File: src/design/vpw_dma_pkg.sv
// Package for the DMA interface of the VPW byte decoder.
// Assumes a single 50 MHz core clock and a one-cycle register port.
package vpw_dma_pkg;

    // ********************************************
    // Register page and addresses
    // ********************************************
    localparam logic [7:0] REG_PAGE        = 8'h17;
    localparam logic [7:0] UNPAGED_FIRST   = 8'hF0;
    localparam logic [7:0] UNPAGED_LAST    = 8'hFB;
    localparam logic [7:0] SUBPAGE_BASE    = 8'hFC;
    localparam int         SUBPAGE_COUNT   = 9;
    localparam int         SUBPAGE_REGS    = 4;
    localparam int         PAGE_REG_COUNT  = 48;
    localparam logic [7:0] RF_LIMIT        = 8'hDF;

    // Unpaged registers used by this block
    localparam logic [7:0] ADDR_STATUS     = 8'hF0;
    localparam logic [7:0] ADDR_TX_BYTE_REG     = 8'hF1;
    localparam logic [7:0] ADDR_TX_OPCODE_REG       = 8'hF2;
    localparam logic [7:0] ADDR_RX_BYTE_REG     = 8'hF3;
    localparam logic [7:0] ADDR_IMR        = 8'hF4;
    localparam logic [7:0] ADDR_PRIORITY_LEVEL_REG       = 8'hF5;
    localparam logic [7:0] ADDR_OPTIONS    = 8'hF6;
    // Subpage 0 holds the four DMA pointers
    localparam logic [1:0] SUB_RX_ADDR_POINTER       = 2'h0;
    localparam logic [1:0] SUB_RX_COUNT_POINTER       = 2'h1;
    localparam logic [1:0] SUB_TX_ADDR_POINTER       = 2'h2;
    localparam logic [1:0] SUB_TX_COUNT_POINTER       = 2'h3;

    // ********************************************
    // Field positions
    // ********************************************
    localparam int STATUS_ERR   = 7;
    localparam int STATUS_TX_READY_FLAG  = 6;
    localparam int STATUS_RX_BUFFER_FULL_FLAG  = 5;
    localparam int STATUS_TLA   = 4;
    localparam int IMR_RXD_EN   = 1;
    localparam int IMR_TXD_EN   = 0;
    localparam int PRIORITY_LEVEL_REG_RX_END_OF_BLOCK_PENDING   = 1;
    localparam int PRIORITY_LEVEL_REG_TX_END_OF_BLOCK_PENDING   = 0;
    localparam int OPT_SUSP     = 7;
    localparam int CPR_RFMEM    = 0;

    // ********************************************
    // Reset values
    // ********************************************
    localparam logic [7:0] RST_IMR     = 8'h00;
    localparam logic [7:0] RST_PRIORITY_LEVEL_REG    = 8'hE0;
    localparam logic [7:0] RST_OPTIONS = 8'h00;
    localparam logic [7:0] RST_PTR     = 8'h00;
    localparam logic [7:0] RST_TX_OPCODE_REG    = 8'h00;
    localparam logic [7:0] RST_BYTE    = 8'h00;

    // Opcode codes 0 and 1 need no data byte in this model
    localparam logic [7:0] OP_DATA_MASK = 8'h06;

    // ********************************************
    // Types
    // ********************************************
    typedef struct packed {
        logic       wr;
        logic       rd;
        logic [7:0] addr;
        logic [7:0] wdata;
    } reg_req_s;

    typedef struct packed {
        logic        req;
        logic        isMem;
        logic        isRx;
        logic [7:0]  addrPtr;
        logic [7:0]  cntPtr;
    } dma_req_s;

    typedef enum logic [1:0] {
        ST_IDLE   = 2'b00,
        ST_RX     = 2'b01,
        ST_TX_OPCODE_REG   = 2'b10,
        ST_TX_BYTE_REG = 2'b11
    } dma_state_e;

endpackage

File: src/design/vpw_byte_decoder_dma.sv
// DMA interface of the VPW byte decoder: register page and DMA sequencer.
// Assumes the on-chip DMA controller does the memory moves and reports each
// operation with dmaAck; acknowledge timing follows its own priority rules.
`timescale 1ns/1ps
`default_nettype none
module vpw_byte_decoder_dma
    import vpw_dma_pkg::*;
(
    input  wire logic                   clk,        // 50 MHz core clock
    input  wire logic                   rst_n,      // Async reset, active low
    input  wire logic [7:0]             regPage,    // Current register page
    input  wire vpw_dma_pkg::reg_req_s  regReq,     // Register port request
    output logic [7:0]                  regRdata,   // Read data, cycle after
    input  wire logic                   rxByteIn,   // Decoder has a new byte
    input  wire logic [7:0]             rxByte,     // Received byte
    input  wire logic                   txAccept,   // Transmitter took opcode
    input  wire logic                   errorFlag,  // Any error bit set
    input  wire logic                   arbLost,    // Arbitration lost
    input  wire logic                   dmaAck,     // Controller did one op
    input  wire logic                   dmaCountZero, // Counter reached zero
    output vpw_dma_pkg::dma_req_s       dmaReq,     // Request to controller
    input  wire logic [7:0]             dmaWdata,   // Byte fetched by controller
    output logic [7:0]                  dmaRdata,   // Byte handed to controller
    output logic [7:0]                  txOpcode,   // Opcode to transmitter
    output logic [7:0]                  tx_byte_reg,     // Data byte to transmitter
    output logic                        txOpValid,  // Opcode with data ready
    output logic                        eobIrq      // End-of-block request
);
    import vpw_dma_pkg::*;

    // ********************************************
    // Register state
    // ********************************************
    logic [7:0] interrupt_mask_reg;
    logic [7:0] priority_level_reg;
    logic [7:0] options;
    logic [7:0] ptr [SUBPAGE_REGS];
    logic       rxFull;
    logic       txReady;
    logic       txDataLoaded;
    dma_state_e state;
    logic       rxReq;
    logic       txReq;
    logic       suspend;
    logic       inPage;
    logic       swWr;
    logic       swRd;
    logic       wrTxop;
    logic       wrTxdata;
    logic       rdRx;
    logic       opNeedsData;
    logic       lastOp;

    // Page decode; addresses below the block window are not ours
    assign inPage = (regPage == REG_PAGE) && (regReq.addr >= UNPAGED_FIRST);
    assign swWr   = regReq.wr & inPage;
    assign swRd   = regReq.rd & inPage;

    // Suspend only when the option is on; otherwise the flags are ignored
    assign suspend = options[OPT_SUSP] & (errorFlag | arbLost);

    // ********************************************
    // Request gates
    // ********************************************
    vpw_dma_request rxGate (
        .trigger (rxFull),
        .enable  (interrupt_mask_reg[IMR_RXD_EN]),
        .suspend (suspend),
        .request (rxReq)
    );

    vpw_dma_request txGate (
        .trigger (txReady),
        .enable  (interrupt_mask_reg[IMR_TXD_EN]),
        .suspend (suspend),
        .request (txReq)
    );

    // Opcode needs a data byte when any data-class bit is set
    assign opNeedsData = |(dmaWdata & OP_DATA_MASK);
    assign lastOp      = dmaAck & dmaCountZero;

    // ********************************************
    // DMA sequencer
    // ********************************************
    // One byte per receive request; opcode then optional data on transmit.
    // A wait for dmaAck of any length sits between the two transmit bytes.
    always_ff @(posedge clk or negedge rst_n) begin
        if (!rst_n) begin
            state <= ST_IDLE;
        end else begin
            unique case (state)
                ST_IDLE: begin
                    // Receive wins, matching the higher internal priority
                    if (rxReq) begin
                        state <= ST_RX;
                    end else if (txReq) begin
                        state <= ST_TX_OPCODE_REG;
                    end
                end
                ST_RX: begin
                    if (dmaAck) begin
                        state <= ST_IDLE;
                    end
                end
                ST_TX_OPCODE_REG: begin
                    if (dmaAck && opNeedsData && !dmaCountZero) begin
                        state <= ST_TX_BYTE_REG;
                    end else if (dmaAck) begin
                        state <= ST_IDLE;
                    end
                end
                ST_TX_BYTE_REG: begin
                    if (dmaAck) begin
                        state <= ST_IDLE;
                    end
                end
            endcase
        end
    end

    // Request fields toward the controller; pointers chosen by direction
    always_comb begin
        dmaReq.isRx    = (state == ST_RX);
        dmaReq.req     = (state != ST_IDLE) && !suspend;
        dmaReq.addrPtr = dmaReq.isRx ? ptr[SUB_RX_ADDR_POINTER] : ptr[SUB_TX_ADDR_POINTER];
        dmaReq.cntPtr  = dmaReq.isRx ? ptr[SUB_RX_COUNT_POINTER] : ptr[SUB_TX_COUNT_POINTER];
        // Cleared select bit means memory; set means register file pair
        dmaReq.isMem   = ~dmaReq.cntPtr[CPR_RFMEM];
    end
    // The controller counts and steps the address per operation

    // ********************************************
    // Trigger flags
    // ********************************************
    // Buffer-full: set by a new byte, cleared by DMA read or software read
    assign rdRx = (state == ST_RX && dmaAck) || (swRd && regReq.addr == ADDR_RX_BYTE_REG);
    always_ff @(posedge clk or negedge rst_n) begin
        if (!rst_n) begin
            rxFull <= 1'b0;
        end else if (rxByteIn) begin
            rxFull <= 1'b1; // Set wins over a same-cycle clear
        end else if (rdRx) begin
            rxFull <= 1'b0;
        end
    end

    // Transmit-ready: cleared by an opcode write, set on acceptance, which wins in the same cycle
    assign wrTxop = (state == ST_TX_OPCODE_REG && dmaAck) || (swWr && regReq.addr == ADDR_TX_OPCODE_REG);
    always_ff @(posedge clk or negedge rst_n) begin
        if (!rst_n) begin
            txReady <= 1'b1;
        end else if (txAccept) begin
            txReady <= 1'b1;
        end else if (wrTxop) begin
            txReady <= 1'b0;
        end
    end

    // ********************************************
    // Transmit byte registers
    // ********************************************
    assign wrTxdata = (state == ST_TX_BYTE_REG && dmaAck) || (swWr && regReq.addr == ADDR_TX_BYTE_REG);
    always_ff @(posedge clk or negedge rst_n) begin
        if (!rst_n) begin
            txOpcode     <= RST_TX_OPCODE_REG;
            tx_byte_reg       <= RST_BYTE;
            txDataLoaded <= 1'b0;
            txOpValid    <= 1'b0;
        end else begin
            if (wrTxdata) begin
                tx_byte_reg       <= (state == ST_TX_BYTE_REG) ? dmaWdata : regReq.wdata;
                txDataLoaded <= 1'b1;
            end
            if (wrTxop) begin
                txOpcode <= (state == ST_TX_OPCODE_REG) ? dmaWdata : regReq.wdata;
            end
            // Without DMA the data byte must already be there
            if (txAccept) begin
                txOpValid    <= 1'b0;
                txDataLoaded <= 1'b0;
            end else if (wrTxop && state != ST_TX_OPCODE_REG
                         && (txDataLoaded || (regReq.wdata & OP_DATA_MASK) == 8'h00)) begin
                // Software opcode needing data is valid only if the data byte is already in
                txOpValid <= 1'b1;
            end else if (state == ST_TX_OPCODE_REG && dmaAck && !(opNeedsData && !dmaCountZero)) begin
                txOpValid <= 1'b1;
            end else if (state == ST_TX_BYTE_REG && dmaAck && interrupt_mask_reg[IMR_TXD_EN]) begin
                txOpValid <= 1'b1;
            end
        end
    end

    assign dmaRdata = rxByte;

    // ********************************************
    // Control registers and end of block
    // ********************************************
    // End of block sets pending and drops the matching enable
    always_ff @(posedge clk or negedge rst_n) begin
        if (!rst_n) begin
            interrupt_mask_reg  <= RST_IMR;
            priority_level_reg <= RST_PRIORITY_LEVEL_REG;
        end else begin
            if (swWr && regReq.addr == ADDR_IMR) begin
                interrupt_mask_reg <= regReq.wdata;
            end
            if (swWr && regReq.addr == ADDR_PRIORITY_LEVEL_REG) begin
                priority_level_reg <= regReq.wdata;
            end
            if (lastOp && state == ST_RX) begin
                priority_level_reg[PRIORITY_LEVEL_REG_RX_END_OF_BLOCK_PENDING]  <= 1'b1;
                interrupt_mask_reg[IMR_RXD_EN]   <= 1'b0;
            end
            if (lastOp && (state == ST_TX_OPCODE_REG || state == ST_TX_BYTE_REG)) begin
                priority_level_reg[PRIORITY_LEVEL_REG_TX_END_OF_BLOCK_PENDING]  <= 1'b1;
                interrupt_mask_reg[IMR_TXD_EN]   <= 1'b0;
            end
        end
    end

    // Options and the four subpage-0 pointers
    always_ff @(posedge clk or negedge rst_n) begin
        if (!rst_n) begin
            options <= RST_OPTIONS;
            for (int i = 0; i < SUBPAGE_REGS; i++) begin
                ptr[i] <= RST_PTR;
            end
        end else begin
            if (swWr && regReq.addr == ADDR_OPTIONS) begin
                options <= regReq.wdata;
            end
            // Subpage selected by the low nibble of options
            if (swWr && regReq.addr >= SUBPAGE_BASE && options[3:0] == 4'h0) begin
                ptr[regReq.addr[1:0]] <= regReq.wdata;
            end
        end
    end

    // Interrupt request masked by bits 5 and 6, at the buffer-full and transmit-ready status positions
    assign eobIrq = (priority_level_reg[PRIORITY_LEVEL_REG_RX_END_OF_BLOCK_PENDING] & interrupt_mask_reg[STATUS_RX_BUFFER_FULL_FLAG]) | (priority_level_reg[PRIORITY_LEVEL_REG_TX_END_OF_BLOCK_PENDING] & interrupt_mask_reg[STATUS_TX_READY_FLAG]);

    // ********************************************
    // Read port
    // ********************************************
    // Unimplemented addresses in the block window read as zero
    always_ff @(posedge clk or negedge rst_n) begin
        if (!rst_n) begin
            regRdata <= 8'h00;
        end else if (swRd) begin
            regRdata <= 8'h00;
            if (regReq.addr <= UNPAGED_LAST) begin
                unique case (regReq.addr)
                    ADDR_STATUS:  regRdata <= {errorFlag, txReady, rxFull, arbLost, 4'h0};
                    ADDR_TX_BYTE_REG:  regRdata <= tx_byte_reg;
                    ADDR_TX_OPCODE_REG:    regRdata <= txOpcode;
                    ADDR_RX_BYTE_REG:  regRdata <= rxByte;
                    ADDR_IMR:     regRdata <= interrupt_mask_reg;
                    ADDR_PRIORITY_LEVEL_REG:    regRdata <= priority_level_reg;
                    ADDR_OPTIONS: regRdata <= options;
                    default:      regRdata <= 8'h00;
                endcase
            end else if (options[3:0] == 4'h0) begin
                regRdata <= ptr[regReq.addr[1:0]];
            end
        end else begin
            regRdata <= 8'h00;
        end
    end

    // ********************************************
    // Checks
    // ********************************************
    rx_one_byte_a : assert property (@(posedge clk) disable iff (!rst_n)
        (state == ST_RX && dmaAck) |=> (state == ST_IDLE))
        else $error("receive cycle moved more than one byte");
    rx_flag_clear_a : assert property (@(posedge clk) disable iff (!rst_n)
        (state == ST_RX && dmaAck && !rxByteIn) |=> !rxFull)
        else $error("buffer-full flag not cleared after receive");
    rx_eob_a : assert property (@(posedge clk) disable iff (!rst_n)
        (state == ST_RX && lastOp) |=> (!interrupt_mask_reg[IMR_RXD_EN] && priority_level_reg[PRIORITY_LEVEL_REG_RX_END_OF_BLOCK_PENDING]))
        else $error("receive end of block not handled");
    tx_eob_a : assert property (@(posedge clk) disable iff (!rst_n)
        ((state == ST_TX_OPCODE_REG || state == ST_TX_BYTE_REG) && lastOp)
        |=> (!interrupt_mask_reg[IMR_TXD_EN] && priority_level_reg[PRIORITY_LEVEL_REG_TX_END_OF_BLOCK_PENDING]))
        else $error("transmit end of block not handled");
    tx_two_byte_a : assert property (@(posedge clk) disable iff (!rst_n)
        (state == ST_TX_OPCODE_REG && dmaAck && opNeedsData && !dmaCountZero) |=> (state == ST_TX_BYTE_REG))
        else $error("data byte skipped");
    tx_wait_data_a : assert property (@(posedge clk) disable iff (!rst_n)
        (state == ST_TX_BYTE_REG && !dmaAck) |=> (state == ST_TX_BYTE_REG))
        else $error("data wait abandoned");
    suspend_hold_a : assert property (@(posedge clk) disable iff (!rst_n)
        (options[OPT_SUSP] && (errorFlag || arbLost)) |-> !dmaReq.req)
        else $error("request while suspended");
    no_suspend_a : assert property (@(posedge clk) disable iff (!rst_n)
        (!options[OPT_SUSP] && state != ST_IDLE) |-> dmaReq.req)
        else $error("flags blocked dma without option");
    no_suspend_go_a : assert property (@(posedge clk) disable iff (!rst_n)
        (!options[OPT_SUSP] && state == ST_IDLE && rxFull && interrupt_mask_reg[IMR_RXD_EN])
        |=> (state == ST_RX))
        else $error("receive request not started without option");
endmodule
`default_nettype wire

File: src/design/vpw_dma_request.sv
// Request gate for one DMA direction.
// Assumes trigger, enable and suspend come from the same clock domain.
`timescale 1ns/1ps
`default_nettype none
module vpw_dma_request (
    input  wire logic trigger,    // Hardware flag that asks for service
    input  wire logic enable,     // Direction DMA enable bit
    input  wire logic suspend,    // Suspend condition is present
    output logic      request     // Gated request to the controller
);
    // Drop while suspended, return when suspend clears and flag still set
    assign request = trigger & enable & ~suspend;
endmodule
`default_nettype wire

File: config.mk
export PLATFORM = sky130hd
export DESIGN_NAME = vpw_byte_decoder_dma
export DESIGN_NICKNAME = d
export VERILOG_FILES = /design/src/design/vpw_dma_pkg.sv /design/src/design/vpw_byte_decoder_dma.sv /design/src/design/vpw_dma_request.sv
export SDC_FILE = /design/constraint.sdc
export NUM_CORES = 1
export LEC_CHECK = 0
export ABC_AREA = 1
export ABC_CLOCK_PERIOD_IN_PS = 2400
export CAP_MARGIN = 20
export CORE_UTILIZATION = 59
export CTS_CLUSTER_DIAMETER = 60
export DETAILED_ROUTE_END_ITERATION = 10
export DONT_BUFFER_PORTS = 1
export PLACE_DENSITY = 0.75
export SLEW_MARGIN = 20
export SYNTH_ARGS = -nofsm -noshare
export SYNTH_HDL_FRONTEND = slang
export SYNTH_HIERARCHICAL = 1
export SYNTH_SLANG_ARGS = --single-unit
File: constraint.sdc
create_clock -name clk -period 2.4 [get_ports clk]
set_input_delay 0.24 -clock clk [delete_from_list [all_inputs] [get_ports clk]]
set_output_delay 0.24 -clock clk [all_outputs]
set_load 0.005 [all_outputs]
==> Word-level counts from Yosys, hierarchy flattened <==
Index checks and enable logic that the tools add are counted.
{ "op_classes": {"div_mod_pow": 0, "n_reduce_logical": 45, "eq_ne": 13, "muxes": 35, "n_lt_le_gt_ge": 5, "add_sub_neg": 0, "bitwise": 15, "n_shift": 0, "mul": 0} }
{ "op_table": {"columns": ["operator", "count"], "rows": [
  ["8-bit 2-to-1 mux", 10],
  ["8-bit == test, second input constant", 7],
  ["8-bit case mux with 7 select lines", 1],
  ["32-bit bitwise mux", 1],
  ["1-bit logical AND", 23],
  ["8-bit binary-select mux with 2-bit select", 1],
  ["8-bit demux with 2-bit select", 1],
  ["8-bit greater-or-equal comparator, second input constant", 2],
  ["2-bit nonzero test", 8],
  ["1-bit 2-to-1 mux", 14],
  ["2-bit 2-to-1 mux", 6],
  ["1-bit bitwise AND", 10],
  ["8-bit by 5-bit == test with 1-bit output, second input constant", 1],
  ["8-bit less-or-equal comparator, second input constant", 1],
  ["8-bit zero test", 1],
  ["2-bit case mux with 3 select lines", 1],
  ["1-bit logical OR", 5],
  ["2-bit == test, second input constant", 2],
  ["4-bit zero test", 1],
  ["4-bit nonzero test", 1],
  ["2-bit OR reduction", 2],
  ["3-bit greater-or-equal comparator, second input constant", 1],
  ["1-bit zero test", 3],
  ["3-bit by 1-bit < comparator with 1-bit output, second input constant", 1],
  ["other kinds (7)", 9]
]} }
{ "word_totals": {"n_memories": 0, "in_bits": 50, "romBits": 0, "wordCells": 132, "latch_bits": 0, "reg_bits": 86, "ram_bits": 0} }

==> Longest topological paths before layout <==
Gate-level depths: netlist of the first run.
{ "logic_depth": {"depth_word": 9, "ltp_mapped": 11} }

==> Modules after synthesis <==
Netlist of the first run, hierarchy kept.
{ "by_module_without_submodules": {"columns": ["mod", "cells_per_inst", "instances", "area_each_um2", "seq_area_each_um2"], "rows": [
  ["vpw_byte_decoder_dma", 727, 1, 5210.0, 2157.1],
  ["vpw_dma_request", 2, 2, 10.0, 0.0]
]} }

==> Worst setup path before layout of the first run <==
OpenSTA, ideal clock, no wires.
{ "synth_timing": {"path_type": "register to output", "from": "register state[0]", "to": "output port dmaReq[12] in the netlist's numbering", "required_ps": 2160, "arrival_ps": 1154, "stages_incl_launch_ff": 8, "n_path_buf": 3, "path_slack_ps": 1006, "path_cell_list": "dfrtp_1 -> buf_2 -> inv_1 -> nor2_1 -> buf_2 -> buf_2 -> nand2_1 -> nand2_1"} }
{ "synth_rtl": {"columns": ["element", "line", "source"], "rows": [
  ["from (decl)", "vpw_byte_decoder_dma.sv:41", "dma_state_e state;"],
  ["from (signal assigned)", "vpw_byte_decoder_dma.sv:90", "state <= ST_IDLE;"],
  ["from (signal assigned)", "vpw_byte_decoder_dma.sv:96", "state <= ST_RX;"],
  ["from (signal assigned)", "vpw_byte_decoder_dma.sv:98", "state <= ST_TX_OPCODE_REG;"],
  ["to (decl)", "vpw_byte_decoder_dma.sv:21", "output vpw_dma_pkg::dma_req_s dmaReq,"]
]} }

==> results of run 1 <==
## stage by stage
stage | area, um^2 | total power, mW | hold slack, ps
2_1_floorplan | 5230 | 1.74 | -55.6
3_3_place_gp | 5140 | 1.79 | -53.8
3_5_place_dp | 5140 | 1.80 | -53.9
4_1_cts | 5410 | 2.88 | 11.9
5_1_grt | 5410 | 2.98 | 1.22
6_report | 5410 | 2.88 | 10.5
## how the worst min path moves through the flow
stage,startpoint,end,slack [ps],cells after the start
5_1_grt,regReq[6],ptr[6],1,2
4_1_cts,regReq[5],ptr[29],10,2
2_1_floorplan,rst_n,interrupt_mask_reg[0],-60,0
3_3_place_gp,rst_n,tx_byte_reg[4],-50,0
3_5_place_dp,rst_n,tx_byte_reg[0],-50,0
6_report,regReq[1],ptr[9],10,2
## cell usage after synthesis, drive strengths merged
library cell  number
a221oi             1
nand3             99
o21a               1
a21o               1
nand4             40
nor2b              1
o21bai             1
or2                1
nand2            294
a22o               1
o21ai             32
dfstp              4
clkbuf             7
nand3b             1
dfrtp             82
nor3               4
nor2              51
buf               33
inv               60
a21oi             17
## cells by family (layout without fill, tap and decap cells)
group                  count (synthesis)  in the layout
AO/OA/AOI/OAI                         54             54
buffers and inverters                100             89
flip-flops                            86             86
AND/OR/NAND/NOR                      491            491
## cells in the final DEF, fill, tap and decap left out, types with 8 or more instances in the layout
master / netlist / routed
o21ai_1: 13 / 14
nand3_1: 92 / 92
buf_4: 14 / 8
dfrtp_1: 82 / 82
a21oi_1: 17 / 17
nor2_1: 37 / 37
clkbuf_8: 0 / 10
o21ai_2: 8 / 8
nand4_1: 38 / 38
inv_1: 56 / 56
o21ai_0: 11 / 10
nand2_1: 288 / 288
nor2_4: 8 / 8
## metal layers
layer	up-vias	share of wire (%)	global-route usage, %
met3	26	11	8.93
li1	2328	-	-
met4	0	1.7	8.83
met2	284	43	52.4
met1	2335	43	51.5
met5	-	0	0
## power groups by stage
stage,combinational [mW],sequential [mW],clock (mW)
6_report,0.283,1.53,1.06
5_1_grt,0.315,1.54,1.12
4_1_cts,0.279,1.53,1.06
3_5_place_dp,0.239,1.56,0
3_3_place_gp,0.233,1.56,0
2_1_floorplan,0.204,1.54,0
## layout make-up
type | count | area share [%]
clock buffer | 11 | 2.61
clock inverter | 5 | 1.09
inverter | 60 | 4.16
multi-input combinational | 545 | 47.5
sequential | 86 | 39.9
tap | 105 | 2.43
timing repair buffer | 13 | 2.36
## timing repair
item                       4_1_cts  5_1_grt
setup endpoints to repair        0        1
resized for setup                0        1
hold endpoints to repair        90        0
hold buffers                     5        0
## critical path, delay by kind of cell (launching register included)
kind	cells	cell delay (ps)
buffers and inverters	4	630
AND/OR/NAND/NOR	3	430
flip-flops	1	500
==> flow_metrics.py, run 1 <==
metrics = {
    "status": {
        "outcome": "complete, no violations",
    },
    "pwr": {
        "pwr_density_cell_nw_per_um2": 533,
        "sequentialPowerShare_pct": 53.2,
        "vdd_ir_drop_max_v": 0.000324,
        "p_int_mw": 2.07,
        "leakagePower_nw": 2.85,
        "comb_power_share_pct": 9.8,
        "power.switching_mw": 0.811,
        "p_clk_share_pct": 36.9,
        "p_sw_share_pct": 28.1,
    },
    "grt": {
        "grt_max_degree": 87,
        "grt_pass1_wl_mm": 24.2,
        "grt_overflow_total": 0,
        "antenna_found_initial": 0,
        "grt_use_total_pct": 35.4,
        "grt_pass1_vias": 4524,
    },
    "detailed_routing": {
        "wire_per_inst_um": 18.8,
        "drcViolationCount": 0,
        "drt_iter0_drc": 403,
        "via_count": 4973,
        "ant_nets": 0,
        "firstDrtPassIters": 5,
        "viasPerCell": 6.03,
        "routed_wl_mm": 15.5,
    },
    "finish": {
        "regMostFlops": "ptr",
        "areaGrowthSynthToFinish_pct": 3.49,
        "register_area_um2": 2160,
        "drive_above_1_share_pct": 9.86,
        "largest_register_ffs": 32,
        "final_cells": 825,
        "finish.utilization_pct": 64.6,
        "multi_input_area_um2": 2570,
        "fillers": 789,
        "diodes": 0,
        "fin_nets": 765,
    },
    "die": {
        "die_x_um": 96.2,
        "core_um2": 8380,
        "initial_utilization_pct": 62.4,
        "fp-row-count": 33,
        "dieHeight_um": 96.2,
        "die_area_um2": 9240,
        "io-pin-count": 103,
    },
    "clock_network": {
        "clock_path_buffers": 2,
        "cts_tree": "yes",
        "numClockSinks": 86,
        "htree_levels": 3,
        "clockRootBuffer": "clkbuf_8",
        "post_cts_buffers": 0,
        "cts_buffers": 9,
        "clk_latency_ps": 370,
        "clk_pin_slew_ps": 90,
    },
    "placed_design": {
        "hpwlAfterDp_mm": 11.1,
        "gp_congestion": 0.927,
        "portBuffers": 0,
        "dp.cells": 804,
        "place_ws_ps": 556,
    },
    "sta": {
        "maxSlewViolCount": 0,
        "timing.fmax_mhz": 460,
        "rsz0062_at_grt": "false",
        "min_period_ps": 2170,
        "fin_crit_sh_pct": 90.6,
        "finClkSkew_ps": 11.6,
        "setup_viol": 0,
        "slew_headroom_pct": 60.9,
        "final.setup.tns_ps": 0,
        "hold_viol": 0,
        "finalWorstSetupSlack_ps": 227,
        "tightestPinTransition_ps": 586,
    },
    "setup_path": {
        "crit_start": "state[0]",
        "path_class": "reg -> out",
        "cp_max_fo": 14,
        "crit_path_end_kind": "primary output",
        "reg2reg_from": "options[3]",
        "max_stage_delay_ps": 500,
        "crit_path_start_kind": "register",
        "r2r_end": "regRdata[6]",
        "cp.arrival_ps": 1930,
        "r2r_slack_ps": 600,
        "crit_chain": "inv_1 > nor2_1 > buf_4 > inv_1 > buf_4 > nand2_1 > nand2_1",
        "crit_slowest_cell": "dfrtp_1",
        "endpoint": "dmaReq[6]",
        "rr_worst_depth": 8,
        "crit_required_ps": 2160,
    },
    "synth": {
        "muxShareOfSynthArea_pct": 0,
        "synth_compound_area_share_pct": 6.03,
        "synth-simple-area-share_pct": 43.1,
        "synth_top_family_by_area": "simple AND/OR/NAND/NOR gates",
        "synth-seq-cells": 86,
        "synth_fa_ha_area_share_pct": 0,
        "synth_xor_area_share_pct": 0,
        "synth_cells": 731,
        "synth.top_cells.by_area": "dfrtp_1 39%, nand2_1 21%, nand3_1 8.8%",
        "netlist_area_um2": 5230,
        "synth_area_leader_cell": "dfrtp_1",
        "syn_nets": 781,
        "synth_warnings": 6,
        "syn_avg_cell_area_um2": 7.15,
        "synth.yosys.seq_area_share_pct": 41.2,
        "synthDistinctLibCells": 32,
        "synth_top_cell_area_share_pct": 39.2,
    },
    "flow_run": {
        "maxCapViolCount": 0,
    },
    "worst_hold_path": {
        "hold_path.class": "in -> reg",
    },
}
No activity file was read; power rests on OpenSTA's default activity.
==> run 2, diff against run 1 <==
--- a/config.mk
+++ b/config.mk
@@ -12,6 +12,7 @@
 export CTS_CLUSTER_DIAMETER = 60
 export DETAILED_ROUTE_END_ITERATION = 10
 export DONT_BUFFER_PORTS = 1
+export GPL_TIMING_DRIVEN = 0
 export PLACE_DENSITY = 0.75
 export SLEW_MARGIN = 20
 export SYNTH_ARGS = -nofsm -noshare
==> flow_metrics.py, run 2 (synthesis gave the netlist of run 1 again) <==
metrics = {
    "clock_network": {
        "clk_pin_slew_ps": 100,
        "clk_latency_ps": 360,
        "clock_path_buffers": 2,
        "cts_hold_buffers": 4,
        "clockRootBuffer": "clkbuf_8",
        "cts_tree": "yes",
        "htree_levels": 3,
        "post_cts_buffers": 0,
        "cts_buffers": 9,
        "ctsResizeCount": 0,
        "numClockSinks": 86,
    },
    "pwr": {
        "leakagePower_nw": 2.99,
        "power_mw": 2.92,
        "pwr_density_cell_nw_per_um2": 519,
        "vdd_ir_drop_max_v": 0.000348,
    },
    "finish": {
        "fillers": 763,
        "layout_common_cells": "288 x nand2_1, 92 x nand3_1, 82 x dfrtp_1",
        "drive_above_1_share_pct": 12.9,
        "areaGrowthSynthToFinish_pct": 7.56,
        "diodes": 0,
        "multi_input_area_um2": 2570,
        "regMostFlops": "ptr",
        "final_common_cell": "nand2_1",
        "final_cells": 856,
        "fin_nets": 796,
        "largest_register_ffs": 32,
        "register_area_um2": 2160,
    },
    "status": {
        "outcome": "finished, violations left",
        "violations": "hold timing",
    },
    "sta": {
        "slew_headroom_pct": 63.7,
        "finalWorstSetupSlack_ps": 291,
        "timing.fmax_mhz": 474,
        "rsz0062_at_grt": "false",
        "min_period_ps": 2110,
        "hold_viol": 1,
        "holdWs_ps": -4.17,
        "tightestPinTransition_ps": 545,
        "fin_crit_sh_pct": 87.9,
        "setup_viol": 0,
        "final.setup.tns_ps": 0,
        "maxSlewViolCount": 0,
        "finClkSkew_ps": 14.4,
    },
    "placed_design": {
        "dp.cells": 836,
        "gp_congestion": 1.03,
        "portBuffers": 0,
        "hpwlAfterDp_mm": 12.1,
        "place_ws_ps": 715,
    },
    "setup_path": {
        "cp.arrival_ps": 1870,
        "crit_path_end_kind": "primary output",
        "crit_start": "state[0]",
        "path_class": "reg -> out",
        "r2r_slack_ps": 750,
        "endpoint": "dmaReq[1]",
        "cp_max_fo": 10,
        "rr_worst_depth": 6,
        "reg2reg_from": "options[3]",
        "crit_required_ps": 2160,
        "r2r_end": "ptr[0]",
        "crit_path_start_kind": "register",
    },
    "detailed_routing": {
        "firstDrtPassIters": 5,
        "ant_nets": 0,
        "via_count": 5148,
        "drcViolationCount": 0,
        "wire_per_inst_um": 19.1,
        "viasPerCell": 6.01,
        "drt_iter0_drc": 528,
        "routed_wl_mm": 16.3,
    },
    "die": {
        "io-pin-count": 103,
        "die_x_um": 96.2,
        "die_area_um2": 9240,
        "core_um2": 8380,
        "fp-row-count": 33,
        "dieHeight_um": 96.2,
        "initial_utilization_pct": 62.4,
    },
    "flow_run": {
        "maxCapViolCount": 0,
    },
    "grt": {
        "grt_pass1_wl_mm": 25.0,
        "grt_use_total_pct": 37.1,
        "grt_pass1_vias": 4642,
        "grt_overflow_total": 0,
        "antenna_found_initial": 0,
        "grt_max_degree": 87,
    },
    "worst_hold_path": {
        "hold_path.class": "in -> reg",
    },
}
## run 2: cell types whose count changed in the layout (fill, tap and decap cells not counted), sizes merged
| cell | delta |
|---|---|
| buf | +25 |
| clkbuf | +6 |
| clkinv | +1 |
| clkinvlp | -1 |
| dlygate4sd3 | -1 |
| inv | +1 |
## run 2: power by group
group | total, mW | leakage, nW | internal [mW] | switching (mW)
sequential | 1.53 | 1.17 | 1.48 | 0.0446
combinational | 0.322 | 1.72 | 0.0875 | 0.234
clock | 1.07 | 0.103 | 0.515 | 0.557
total | 2.92 | 2.99 | 2.09 | 0.836
## run 2: critical path, cell delays in order (launching register included)
cell	delay (ps)
dfrtp_1	360
buf_2	170
inv_1	80
nor2_1	60
inv_1	190
clkbuf_1	420
nand2_1	110
nand2_1	110
## run 2: worst min-delay path by stage
stage / start / endpoint / slack (ps) / depth (start not counted)
floorplan: rst_n / interrupt_mask_reg[0] / -60 / 0
global placement: rst_n / tx_byte_reg[3] / -50 / 0
detailed placement: rst_n / tx_byte_reg[3] / -50 / 0
CTS: txAccept / txReady / 0.1 / 2
global route: txAccept / txReady / 8 / 2
finish: txAccept / txReady / -4 / 2
## run 2: stage by stage
stage	utilization [%]	cell area, um^2
finish	67.1	5630
global route	67.1	5630
CTS	67.1	5630
detailed placement	64.0	5360
global placement	64.0	5360
floorplan	-	5230
## run 2: final cells by class
type / count / share of cell area (%)
clock buffers: 10 / 2.45
well taps: 105 / 2.34
plain buffers: 40 / 4.92
clock inverters: 6 / 1.22
flip-flops and latches: 86 / 38.3
inverters: 60 / 4.00
multi-input cells: 545 / 45.7
repair buffers: 4 / 1.02
## run 2: routing by layer
layer	GRT usage, %	routed length [um]
met5	0	0
met4	9.95	277
met3	7.27	1970
met2	54.6	7130
met1	55.2	6960
